`src/hdl/sysctl_pkg.sv`:
```
// system control package: sfr map, field positions, reset values, state types
// assumes one oscillator-rate clock and sfr accesses from the core
package sysctl_pkg;
  // sfr addresses
  localparam logic [7:0] PWR_ADDR = 8'h87;
  localparam logic [7:0] AUX_ADDR = 8'h8e;
  localparam logic [7:0] WDOG_ADDR = 8'h8f;
  // power control fields
  localparam int PC_DOZE = 0;
  localparam int PC_PDOWN = 1;
  localparam int PC_GF0 = 2;
  localparam int PC_COLD = 4;
  // aux control fields
  localparam int AUX_SUPP = 0;
  // watchdog control fields
  localparam int WD_PS0 = 0;
  localparam int WD_DOZE_RUN = 5;
  localparam int WD_CLR = 6;
  localparam int WD_EN = 7;
  // reset values
  localparam logic [7:0] SFR_RST = 8'h00;
  localparam logic [7:0] PORT_RST = 8'hff;
  localparam logic [7:0] SP_RST = 8'h07;
  // timing: oscillator at 40 MHz, 12 oscillator periods per machine cycle
  localparam int CLK_PERIOD_NS = 25;
  localparam logic [3:0] MC_LAST = 4'hb;
  // state 5 phase 2 is oscillator period 9 of the machine cycle
  localparam logic [3:0] PHASE_IDX = 4'h9;
  localparam logic [1:0] RST_MC_MIN = 2'h2;
  localparam logic [13:0] WCNT_LAST = 14'h3fff;
  // reset sampler state
  typedef struct packed {
    logic [1:0] cnt;
    logic hold;
  } smp_t;
  // sfr access from the core
  typedef struct packed {
    logic wr;
    logic [7:0] addr;
    logic [7:0] wdata;
  } sfr_req_t;
  // control state
  typedef struct packed {
    logic [3:0] osc_cnt;
    logic cold;
    logic [1:0] gf;
    logic pdown;
    logic doze;
    logic supp;
    logic wen;
    logic wclr;
    logic doze_run;
    logic [2:0] ps;
    logic [7:0] pre;
    logic [13:0] wcnt;
    logic wdt_rst;
    logic srst;
    logic ale;
    logic gain_half;
    logic [7:0] rdata;
  } ctl_t;
endpackage : sysctl_pkg

```
`src/hdl/reset_sampler.sv`:
```
// reset pin sampler: counts consecutive high samples at the sampling strobe
// assumes the pin is already synchronous to i_clk
module reset_sampler #(
  parameter logic [1:0] MIN_SAMPLES = 2'h2
) (
  // clock and reset
  input wire logic i_clk,
  input wire logic i_rst,
  // sampling
  input wire logic i_strobe,
  input wire logic i_pin,
  // filtered reset level
  output logic o_hold
);
  sysctl_pkg::smp_t q;
  sysctl_pkg::smp_t d;

  // a low sample restarts the count, so a short glitch never reaches the hold
  always_comb
  begin
    d = q;
    if (i_strobe)
    begin
      if (!i_pin)
      begin
        d.cnt = 2'h0;
        d.hold = 1'b0;
      end
      else if (q.cnt != MIN_SAMPLES)
      begin
        d.cnt = q.cnt + 2'h1;
        d.hold = (q.cnt + 2'h1) == MIN_SAMPLES;
      end
    end
  end

  // state register
  always_ff @(posedge i_clk)
  begin
    if (i_rst)
      q <= '0;
    else
      q <= d;
  end

  assign o_hold = q.hold;
endmodule : reset_sampler

```
`src/hdl/sysctl_watchdog.sv`:
```
// watchdog, power control, reset sampling and address strobe control
// assumes the core issues single-cycle sfr writes and reads the data one cycle later
module sysctl_watchdog (
  // clock and power-on reset
  input wire logic i_clk,
  input wire logic i_rst,
  // external reset pin
  input wire logic i_rst_pin,
  // sfr access from the core
  input wire sysctl_pkg::sfr_req_t i_sfr,
  output logic o_sfr_sel,
  output logic [7:0] o_sfr_rdata,
  // core events
  input wire logic i_irq,
  input wire logic i_ext_access,
  input wire logic i_ale_core,
  input wire logic i_sec_b7,
  // clock, reset and address strobe control
  output logic o_cpu_clk_en,
  output logic o_periph_clk_en,
  output logic o_osc_run,
  output logic o_sys_reset,
  output logic o_ale,
  output logic o_osc_gain_half
);
  sysctl_pkg::ctl_t q;
  sysctl_pkg::ctl_t d;
  logic mc_tick;
  logic state5_phase2;
  logic rst_hold;
  logic run;
  logic [3:0] ratio_exp;
  logic [7:0] pre_lim;
  logic pre_wrap;
  logic [7:0] watchdog_control_val;
  logic [7:0] power_control_val;

  // machine cycle timing from the oscillator count
  assign mc_tick = q.osc_cnt == sysctl_pkg::MC_LAST;
  assign state5_phase2 = q.osc_cnt == sysctl_pkg::PHASE_IDX;

  // two consecutive samples needed, one machine cycle apart
  reset_sampler #(
    .MIN_SAMPLES(sysctl_pkg::RST_MC_MIN)
  ) u_rst_smp (
    .i_clk(i_clk),
    .i_rst(i_rst),
    .i_strobe(state5_phase2),
    .i_pin(i_rst_pin),
    .o_hold(rst_hold)
  );

  // low codes swap the two lower select bits; codes with the top bit set count plainly
  assign ratio_exp = q.ps[2] ? ({1'b0, q.ps} + 4'h1)
    : ({2'h0, q.ps[0], q.ps[1]} + 4'h1);
  assign pre_lim = 8'((9'h1 << ratio_exp) - 9'h1);
  assign pre_wrap = q.pre == pre_lim;
  // doze stops the count unless the idle-run bit is set; power-down always
  assign run = q.wen && !q.pdown && (!q.doze || q.doze_run);

  // read views of the registers
  assign watchdog_control_val = {q.wen, q.wclr, q.doze_run, 2'h0, q.ps};
  assign power_control_val = {3'h0, q.cold, q.gf, q.pdown, q.doze};

  // next state
  always_comb
  begin
    d = q;
    d.osc_cnt = mc_tick ? 4'h0 : q.osc_cnt + 4'h1;
    d.wdt_rst = 1'b0;
    // the prescaler advances once per machine cycle, 12 oscillator periods
    if (mc_tick && !q.pdown)
    begin
      if (q.wclr)
      begin
        d.pre = 8'h00;
        d.wcnt = 14'h0000;
        d.wclr = 1'b0;
      end
      else if (run)
      begin
        d.pre = pre_wrap ? 8'h00 : q.pre + 8'h01;
        if (pre_wrap)
        begin
          d.wcnt = q.wcnt + 14'h0001;
          d.wdt_rst = q.wcnt == sysctl_pkg::WCNT_LAST;
        end
      end
    end
    // sfr writes; a write of one to the clear bit wins over its self-clear
    if (i_sfr.wr)
    begin
      case (i_sfr.addr)
        sysctl_pkg::WDOG_ADDR:
        begin
          d.wen = i_sfr.wdata[sysctl_pkg::WD_EN];
          d.wclr = q.wclr | i_sfr.wdata[sysctl_pkg::WD_CLR];
          d.doze_run = i_sfr.wdata[sysctl_pkg::WD_DOZE_RUN];
          d.ps = i_sfr.wdata[sysctl_pkg::WD_PS0 +: 3];
        end
        sysctl_pkg::PWR_ADDR:
        begin
          d.cold = q.cold & i_sfr.wdata[sysctl_pkg::PC_COLD];
          d.gf = i_sfr.wdata[sysctl_pkg::PC_GF0 +: 2];
          d.pdown = i_sfr.wdata[sysctl_pkg::PC_PDOWN];
          d.doze = i_sfr.wdata[sysctl_pkg::PC_DOZE];
        end
        sysctl_pkg::AUX_ADDR:
        begin
          d.supp = i_sfr.wdata[sysctl_pkg::AUX_SUPP];
        end
        default:
        begin
          d.supp = q.supp;
        end
      endcase
    end
    // any interrupt wakes the core from doze
    if (q.doze && i_irq)
      d.doze = 1'b0;
    // read data registered from the addressed sfr
    case (i_sfr.addr)
      sysctl_pkg::WDOG_ADDR: d.rdata = watchdog_control_val;
      sysctl_pkg::PWR_ADDR: d.rdata = power_control_val;
      sysctl_pkg::AUX_ADDR: d.rdata = {7'h00, q.supp};
      default: d.rdata = 8'h00;
    endcase
    // strobe follows the core except when suppressed and access is internal
    d.ale = (q.supp && !i_ext_access) ? 1'b0 : i_ale_core;
    d.gain_half = !i_sec_b7;
    // system reset from the pin filter or a watchdog time-out
    d.srst = rst_hold || q.wdt_rst;
    // system reset clears the sfr fields except the cold-boot flag, and the watchdog counts
    if (q.srst)
    begin
      d.gf = 2'h0;
      d.pdown = 1'b0;
      d.doze = 1'b0;
      d.supp = sysctl_pkg::SFR_RST[sysctl_pkg::AUX_SUPP];
      d.wen = 1'b0;
      d.wclr = 1'b0;
      d.doze_run = 1'b0;
      d.ps = 3'h0;
      d.pre = 8'h00;
      d.wcnt = 14'h0000;
      d.wdt_rst = 1'b0;
    end
  end

  // state register; power-on reset alone sets the cold-boot flag
  always_ff @(posedge i_clk)
  begin
    if (i_rst)
    begin
      q <= '0;
      q.cold <= 1'b1;
      q.ale <= 1'b1;
    end
    else
      q <= d;
  end

  // outputs; the core runs on odd oscillator periods, i.e. the clock halved
  assign o_cpu_clk_en = q.osc_cnt[0] && !q.doze && !q.pdown;
  assign o_periph_clk_en = q.osc_cnt[0] && !q.pdown;
  assign o_osc_run = !q.pdown;
  assign o_sys_reset = q.srst;
  assign o_ale = q.ale;
  assign o_osc_gain_half = q.gain_half;
  assign o_sfr_rdata = q.rdata;
  assign o_sfr_sel = i_sfr.addr == sysctl_pkg::WDOG_ADDR || i_sfr.addr == sysctl_pkg::PWR_ADDR
    || i_sfr.addr == sysctl_pkg::AUX_ADDR;
endmodule : sysctl_watchdog

```
`config.mk`:
```
export PLATFORM = sky130hd
export DESIGN_NAME = sysctl_watchdog
export DESIGN_NICKNAME = d
export VERILOG_FILES = /design/src/hdl/sysctl_pkg.sv /design/src/hdl/reset_sampler.sv /design/src/hdl/sysctl_watchdog.sv
export SDC_FILE = /design/constraint.sdc
export NUM_CORES = 1
export LEC_CHECK = 0
export BUFFER_PORTS_ARGS = -buffer_cell sky130_fd_sc_hd__buf_2
export CAP_MARGIN = 20
export CORE_ASPECT_RATIO = 1.25
export CORE_MARGIN = 8
export CORE_UTILIZATION = 24
export CTS_BUF_LIST = sky130_fd_sc_hd__clkbuf_8
export DETAILED_ROUTE_END_ITERATION = 16
export PLACE_DENSITY = 0.4
export SLEW_MARGIN = 20
export SYNTH_ARGS = -nofsm -noshare
export SYNTH_HDL_FRONTEND = slang
export SYNTH_SLANG_ARGS = --single-unit
```
`constraint.sdc`:
```
create_clock -name i_clk -period 3.7 [get_ports i_clk]
set_input_delay 0.37 -clock i_clk [delete_from_list [all_inputs] [get_ports i_clk]]
set_output_delay 0.37 -clock i_clk [all_outputs]
set_load 0.02 [all_outputs]
```
# Word level (Yosys, flattened, before mapping)
# Index checks and enable logic that the tools add are counted.
[totals]
regBits = 53
in_bits = 24
out_inout_bits = 15
[classes]
addsub = 7
eq_ne = 10
n_shift = 1
muxes = 12
bitwise_logic = 5
reduce_logical = 28
[op_table]
columns = ["op", "count"]
rows = [
  ["$eq 8x8->1 const B", 3],
  ["$pmux 8 s3", 1],
  ["$mux 23", 1],
  ["$mux 22", 1],
  ["$mux 15", 1],
  ["$add 14x1->14 const B", 1],
  ["$eq 14x14->1 const B", 1],
  ["$mux 5", 2],
  ["$reduce_and 2->1", 5],
  ["$add 8x1->8 const B", 1],
  ["$eq 4x4->1 const B", 2],
  ["$eq 8x8->1", 1],
  ["$logic_and 1x1->1", 8],
  ["$mux 8", 1],
  ["$shl 1x4->8 const A", 1],
  ["$sub 8x1->8 const B", 1],
  ["$mux 3", 2],
  ["$reduce_or 6->1", 1],
  ["$add 3x1->4 const B", 1],
  ["$add 4x1->4 const B", 1],
  ["$logic_not 1->1", 4],
  ["$logic_or 1x1->1", 4],
  ["$mux 4", 1],
  ["$reduce_bool 2->1", 2],
  ["other kinds (12)", 16],
]

# Depth between registers and ports, before layout
# Gate-level depths: netlist (run 1).
[logic_depth]
depth_word = 8
depth_mapped = 13
ltp_nobuf = 11

# Hierarchy
# Synthesis (run 1) repeated with hierarchy kept, for this count alone.
[unflattened]
hier_cells = 358
hier_area_um2 = 3014.1
[modules_own_cells]
columns = ["mod", "instances", "cells_each", "area_each_um2"]
rows = [
  ["sysctl_watchdog", 1, 341, 2849.0],
  ["reset_sampler", 1, 17, 165.2],
]

# Least setup slack after synthesis (run 1)
# No wires, ideal clock.
[synth_path]
kind = "flip-flop to flip-flop"
from = "reg q[34] in the netlist's numbering"
to = "reg q[17] in the netlist's numbering"
arrival_ns = 2.739
t_required_ns = 3.583
setup_slack_ns = 0.843
stages_incl_launch_ff = 14
cell_sequence = "dfxtp_1 > ha_1 > buf_4 > buf_6 > a21o_1 > nand2_1 > ha_1 > nor3_1 > a2111oi_2 > xnor2_1 > nand4_2 > o31a_1 > buf_6 > a32o_1"
[synth_between]
elab_chain_len = 7
elab_cells_between_ends = 8
[synth_rtl]
columns = ["item", "line", "text"]
rows = [
  ["from (decl)", "sysctl_watchdog.sv:26", "sysctl_pkg::ctl_t q;"],
  ["$add 3x1->4 or $add 2x1->3 (tied branches)", "sysctl_watchdog.sv:54, sysctl_watchdog.sv:55", ""],
  ["$mux 4 *", "sysctl_watchdog.sv:54", "assign ratio_exp = q.ps[2] ? ({1'b0, q.ps} + 4'h1)"],
  ["$shl 1x4->8 *", "sysctl_watchdog.sv:56", "assign pre_lim = 8'((9'h1 << ratio_exp) - 9'h1);"],
  ["$sub 8x1->8 *", "sysctl_watchdog.sv:56", ""],
  ["$eq 8x8->1 *", "sysctl_watchdog.sv:57", "assign pre_wrap = q.pre == pre_lim;"],
  ["$reduce_bool 2->1 (no line) *", "n/a", ""],
  ["$reduce_and 3->1 (no line) *", "n/a", ""],
]
# Every way passes the cells marked *; elsewhere a longest branch is shown, timed or not.
# A chain may end at the register's enable or synchronous reset.

# Worst setup path in the final report (run 1)
[layout_path]
from = "reg q[35] in the netlist's numbering"
to = "reg q[25] in the netlist's numbering"
# The elaborated chain is that of the path after synthesis.

==> impl_results.md, run 1 <==
- Status: finished clean
- Setup_tns: 0 ns
- R2R setup slack: 0.61 ns
- Startpoint types: register
- Mapped Nets: 409
- Worst Skew: 0.0126 ns
- Final slew viol count: 0
- Share of layout cells above drive strength 1: 0.177
- P&R area growth vs syn: 12.3%
- CP cell instances: ha_1 -> nor2_1 -> a21o_1 -> nand2_1 -> ha_1 -> nor3_1 -> a2111oi_2 -> xnor2_1 -> nand4_2 -> buf_4 -> nor2_1 -> a32o_1
- Synth area leaders: dfxtp_1, nand2_1, ha_1, nor2_1, a21oi_1
- Reg2reg start: q[35]
- Lkg Pwr: 1.40 nW
- H-tree levels: 2
- Post-CTS Setup Inserts: 0
- Crit-path max cell delay: 0.55 ns
- Inst Count DP: 562
- Max-cap violations: 0
- Initial antenna violation count: 0
- Max frequency: roughly 0.32 GHz
- Simple-Gate Fraction of Synth Area: 0.273
- CP Capture Type: register
- Worst-case reg-to-reg path depth: 12
- Vias in the first global route: 2726
- PD cells: 284 mW/mm^2
- I/O pins: 39
- Hold path cells: 2
- Main combinational cell family by area after synthesis: simple AND/OR/NAND/NOR gates
- Core area: about 0.013 mm^2
- Post-DP Area: 0.00341 mm^2
- Synthesized flop and latch total: 53
- RSZ-0062 raised after global routing: no
- Post-DRT Antenna Nets: 0
- Synth Instances: 375
- Post-synth top flop: dfxtp_1
- Die H: 144 um
- Overflow after GRT: 0
- Syn avg cell area: 8.32 um^2
- Non-Filler Instances: 570
- Critical path's top delay family: simple AND/OR/NAND/NOR gates
- Fin util: 0.276
- DR iter-0 viols: 171
- Final WL: ~7.8 mm
- Drt first pass iters: 4
- Synthesized area: 0.00312 mm^2
- Minimum clock period: about 3.1 ns
- Area leader, netlist: dfxtp_1
- CTS tree: built
- # nets final: 435
- Final setup viols: 0
- Die width: 118 um
- EDFF count, synth: 0
- Clk sink count: 53
- Initial core utilization: 0.245
- VDD IR max: 0.000137 V
- Hold Fails Final Rpt: 0
- Mux share of post-synthesis cell area: 0.0457
- Final GP Congestion: 0.747
- Adder-cell area share of the yosys netlist: 0.0401
- First-pass GRT wire length: 13.4 mm
- Critical R2R Capture: q[25]
- XOR/XNOR Fraction of Synth Area: 0.0353
- Final instance area: 0.00351 mm^2
- Wire per inst: around 14 um
- Distinct cells, synth: 60
- Post_cts resized: 0
- CP max FO: 18
- Final HPWL DP: approximately 5.9 mm
- Fin crit share: 0.834
- Hold EP: o_osc_gain_half
- GRT Total Usage: 0.0974
- Slew headroom: 0.607
- Port Buffer Count: 38
- Worst hold path class: input port to register
- Clock Path Buffers: 2
- Total CTS buffers: 5
- Req. time, crit path: 3.97 ns
- Cell Rows: 46
- Crit path buf inv count: 1
- Top-area cell type share of the netlist area: 0.340
- Clock-pin slew on the worst setup and hold paths: 0.12 ns
- Crit path arrival time: 3.35 ns
- Ys async rst share: 0
- Compound-Gate Fraction of Synth Area: 0.194
- Slowest CP cell: dfxtp_1
- Warnings, synthesis: 0
- CTS Hold Bufs: 0
- DRC Markers: 0
- Least-Margin Pin Slew: 0.589 ns
- Largest net degree at the start of global routing: 20
- Clock latency at the later pin of the worst-skew pair: around 0.33 ns
- Vias per cell: 4.75
- Root Driver: clkbuf_8
- # diodes: 0
- Via count: between 2000 and 3000
- Setup Crit Path Kind: register to register
- Die area: 0.0169 mm^2
- Worst Min Path Start: i_sec_b7
- Share of the yosys chip area belonging to registers: 0.340
==> layer usage <==
metal / vias to the layer above / part of all wire / global-route usage
li1: 1393 / - / -
met1: 1279 / 0.44 / 0.103
met2: 29 / 0.52 / 0.186
met3: 6 / 0.023 / 0.0200
met4: 0 / 0.015 / 0.0365
met5: - / 0 / 0
==> where the power goes <==
| group | leakage, nW | internal [mW] | switching [mW] |
|---|---|---|---|
| clock | 0.0506 | 0.142 | 0.227 |
| combinational | 0.922 | 0.0201 | 0.0275 |
| sequential | 0.428 | 0.574 | 0.00324 |
==> sequential cells by signal, indices dropped and copies added, names as in the netlist <==
signal,cells
q,34
o_sfr_rdata,8
power_control_val,5
u_rst_smp.q,2
o_ale,1
o_osc_gain_half,1
o_sys_reset,1
u_rst_smp.o_hold,1
==> logic make-up after synthesis <==
logic type      after synthesis
flops                        53
mux                          14
compound gates               85
xor+xnor                     11
buf+inv                      40
simple gates                162
fa+ha+maj                    10
==> how the worst max path moves through the flow <==
stage	start	end	slack [ns]	cells past startpoint
5_1_grt	q[35]	q[25]	0.26	12
2_1_floorplan	q[34]	q[17]	0.84	13
4_1_cts	q[35]	q[25]	0.57	11
6_report	q[35]	q[25]	0.61	12
3_3_place_gp	q[35]	q[18]	0.68	11
3_5_place_dp	q[35]	q[25]	0.61	11
==> per-stage QoR <==
stage	hold slack (ns)	total power, mW	setup WS, ns
2_1_floorplan	0.411	0.617	0.843
3_3_place_gp	0.439	0.640	0.675
3_5_place_dp	0.444	0.640	0.611
4_1_cts	0.173	1.02	0.573
5_1_grt	0.169	1.04	0.259
6_report	0.183	0.994	0.613
==> Yosys cell counts, types with 3 or more instances <==
master and count:
a21oi_1 24, a21o_1 12, nand2_1 44, nand4b_1 4
o22ai_1 3, and3_1 14, nor4_1 3, and2_1 4
a2111oi_0 6, nor2b_1 4, o211ai_1 4, buf_6 4
xor2_1 3, xnor2_1 7, nand2b_1 7, nand3_1 12
dfxtp_1 53, ha_1 10, nor3b_1 6, clkbuf_1 7
mux2i_1 12, buf_2 4, a32o_1 6, buf_4 10
inv_1 13, nor3_1 11, nor2_1 33, o21ai_0 11
or2_2 5
==> area by class of cell <==
class / instances / area [um^2]
inverter: 13 / 48.8
tap: 168 / 210
clock inverter: 3 / 28.8
clock buffer: 5 / 68.8
fill: 1411 / 9210
timing repair buffer: 46 / 250
multi-input combinational: 282 / 1840
sequential: 53 / 1060
==> layout by cell type (no fill, tap or decap), types with 5 or more instances in the layout <==
| cell | n |
|---|---|
| dfxtp_1 | 53 |
| nand2_1 | 44 |
| buf_2 | 38 |
| nor2_1 | 33 |
| a21oi_1 | 24 |
| and3_1 | 14 |
| inv_1 | 13 |
| a21o_1 | 12 |
| nand3_1 | 12 |
| mux2i_1 | 12 |
| o21ai_0 | 11 |
| nor3_1 | 11 |
| ha_1 | 10 |
| buf_4 | 8 |
| xnor2_1 | 7 |
| nand2b_1 | 7 |
| nor3b_1 | 6 |
| a32o_1 | 6 |
| a2111oi_0 | 6 |
| or2_2 | 5 |
| clkbuf_8 | 5 |
==> worst reg2reg max path, cell delays in order, from the launching register on <==
cell and delay, ns:
dfxtp_1 0.55, ha_1 0.32, nor2_1 0.08, a21o_1 0.19, nand2_1 0.08, ha_1 0.27, nor3_1 0.10, a2111oi_2 0.33
xnor2_1 0.18, nand4_2 0.13, buf_4 0.23, nor2_1 0.36, a32o_1 0.22
Note: power is estimated with default switching activity, not from simulation.
==> run 2, diff against run 1 <==
==> constraint.sdc (replaced) <==
create_clock -name i_clk -period 3.1 [get_ports i_clk]
set_input_delay 0.31 -clock i_clk [delete_from_list [all_inputs] [get_ports i_clk]]
set_output_delay 0.31 -clock i_clk [all_outputs]
set_load 0.02 [all_outputs]
==> impl_results.md, run 2 (synthesis results as in run 1) <==
- Minimum clock period: 2.83 ns (-0.259 ns)
- Critical R2R Capture: q[25]
- Commonest non-fill, non-tap cell in the layout: dfxtp_1
- # nets final: 439 (+0.92%)
- CTS tree: built
- Die width: 118 um (unchanged)
- VDD IR max: 0.000185 V (+34%)
- Total CTS buffers: 5 (unchanged)
- Clk sink count: 53 (unchanged)
- CP max FO: 13 (-5)
- Layout fillers: 1383 (-2.0%)
- Final slew viol count: 0 (unchanged)
- Via count: 2681 (-0.96%)
- Cell Rows: 46 (unchanged)
- Root Driver: clkbuf_8
- Share of layout cells above drive strength 1: 0.190 (+0.0130)
- GRT met1 Usage: 0.0995 (-0.00348)
- Req. time, crit path: 3.32 ns (-0.65 ns)
- Core area: 0.0127 mm^2 (unchanged)
- R2R setup slack: 0.27 ns (-0.34 ns)
- Lkg Pwr: 1.42 nW (+1.5%)
- First-pass GRT wire length: 13.0 mm (-2.7%)
- Hold Fails Final Rpt: 0 (unchanged)
- Final GP Congestion: 0.739 (-1.0%)
- CP Capture Type: register
- Clock-pin slew on the worst setup and hold paths: 0.12 ns (about the same)
- Max-cap violations: 0 (unchanged)
- GRT Total Usage: 0.0950 (-0.00242)
- Busiest layer in global routing: met2
- Max reg flops: 34 (unchanged)
- I/O pins: 39 (unchanged)
- Final HPWL DP: 5.95 mm (+1.2%)
- Largest net degree at the start of global routing: 20 (unchanged)
- Die area: 0.0169 mm^2 (unchanged)
- Biggest register: q
- Met2 Use GR: 0.182 (-0.00422)
- Status: finished clean
- Least-Margin Pin Slew: 0.586 ns (-0.00338 ns)
- Initial antenna violation count: 0 (unchanged)
- Post-DP Area: 0.00345 mm^2 (+1.2%)
- Setup_tns: 0 ns (unchanged)
- Startpoint types: register
- Post-DRT Antenna Nets: 0 (unchanged)
- # diodes: 0 (unchanged)
- P&R area growth vs syn: 14.0%
- Hold path cells: 2 (unchanged)
- CTS Hold Bufs: 0 (unchanged)
- Max frequency: 0.354 GHz (+9.2%)
- Overflow after GRT: 0 (unchanged)
- Slew headroom: 0.609 (+0.00225)
- H-tree levels: 2 (unchanged)
- CP cell instances: inv_1 -> ha_1 -> nand2_1 -> o32ai_2 -> xor2_1 -> nor4b_2 -> nor3b_2 -> o31a_2 -> a32o_1
- Worst-case reg-to-reg path depth: 9 (-3)
- Fin crit share: 0.912 (+0.0780)
- Slowest CP cell: o31a_2
- RSZ-0062 raised after global routing: no
- Vias in the first global route: 2638 (-3.2%)
- Worst Skew: 0.0119 ns (-0.000674 ns)
- DR iter-0 viols: 66 (-61%)
- Final Total Pwr: 1.20 mW (+20%)
- Worst Min Path Start: i_sec_b7
- PD cells: 337 mW/mm^2 (+19%)
- Final instance area: 0.00356 mm^2 (+1.5%)
- Vias per cell: 4.67 (-1.7%)
- Worst hold path class: input port to register
- Crit path arrival time: 3.05 ns (-0.30 ns)
- Port Buffer Count: 38 (unchanged)
- Clock Path Buffers: 2 (unchanged)
- Final setup viols: 0 (unchanged)
- Hold EP: o_osc_gain_half
- Most frequent cells in the layout: dfxtp_1, nand2_1, buf_2
- Wire per inst: 13.8 um (+0.59%)
- Crit-path max cell delay: 0.48 ns (-0.07 ns)
- Clock latency at the later pin of the worst-skew pair: 0.32 ns (about the same)
- Final WL: 7.94 mm (+1.3%)
- Die H: 144 um (unchanged)
- GR Util met3: 0.0200 (unchanged)
- Setup Crit Path Kind: register to register
- Initial core utilization: 0.245 (unchanged)
- DRC Markers: 0 (unchanged)
- Reg2reg start: q[35]
- Drt first pass iters: 4 (unchanged)
==> run 2: cell type report <==
type	count	area [um^2]	share of cell area
multi-input cells	282	1840	0.518
flip-flops and latches	53	1060	0.298
repair buffers	50	293	0.0823
well taps	168	210	0.0591
clock buffers	5	68.8	0.0193
inverters	13	48.8	0.0137
clock inverters	3	33.8	0.00949
==> run 2: metal layers <==
layer  part of all wire  wire length, um
met4              0.024              188
met5                  0                0
met2               0.52             4090
met1               0.43             3450
met3              0.026              210
==> run 2: worst max-delay path, delay by kind of cell (launching register included) <==
| family | cells | cell delay (ns) |
|---|---|---|
| buffers and inverters | 1 | 0.09 |
| and+or+nand+nor | 3 | 0.54 |
| adders and majority gates | 1 | 0.44 |
| DFF | 1 | 0.45 |
| xor gates and xnor gates | 1 | 0.25 |
| AOI/OAI and AO/OA | 3 | 0.96 |
==> run 2: how the worst max path moves through the flow <==
stage | from | endpoint | slack (ns) | cells after the start
3_5_place_dp | q[35] | q[15] | 0.22 | 11
3_3_place_gp | q[35] | q[18] | 0.23 | 11
5_1_grt | q[35] | q[19] | 0.04 | 12
4_1_cts | q[35] | q[25] | 0.19 | 11
6_report | q[35] | q[25] | 0.27 | 9
2_1_floorplan | q[34] | q[17] | 0.24 | 13
==> run 2: where the power goes <==
part / switching [mW] / internal [mW]
registers: 0.00383 / 0.686
logic: 0.0341 / 0.0253
clock network: 0.280 / 0.170
total: 0.318 / 0.880
==> run 2: stage by stage <==
step / hold WS (ns) / cells / setup WS (ns) / util
finish: 0.118 / 574 / 0.272 / 0.280
CTS: 0.0965 / 574 / 0.194 / 0.279
floorplan: 0.377 / 375 / 0.243 / -
global route: 0.111 / 574 / 0.0375 / 0.280
global placement: 0.431 / 566 / 0.234 / 0.271
detailed placement: 0.431 / 566 / 0.217 / 0.271
==> run 2: repair_timing <==
action                     4_1_cts  5_1_grt
gates resized for setup          0        3
setup endpoints to repair        0        7
setup buffers                    0        0
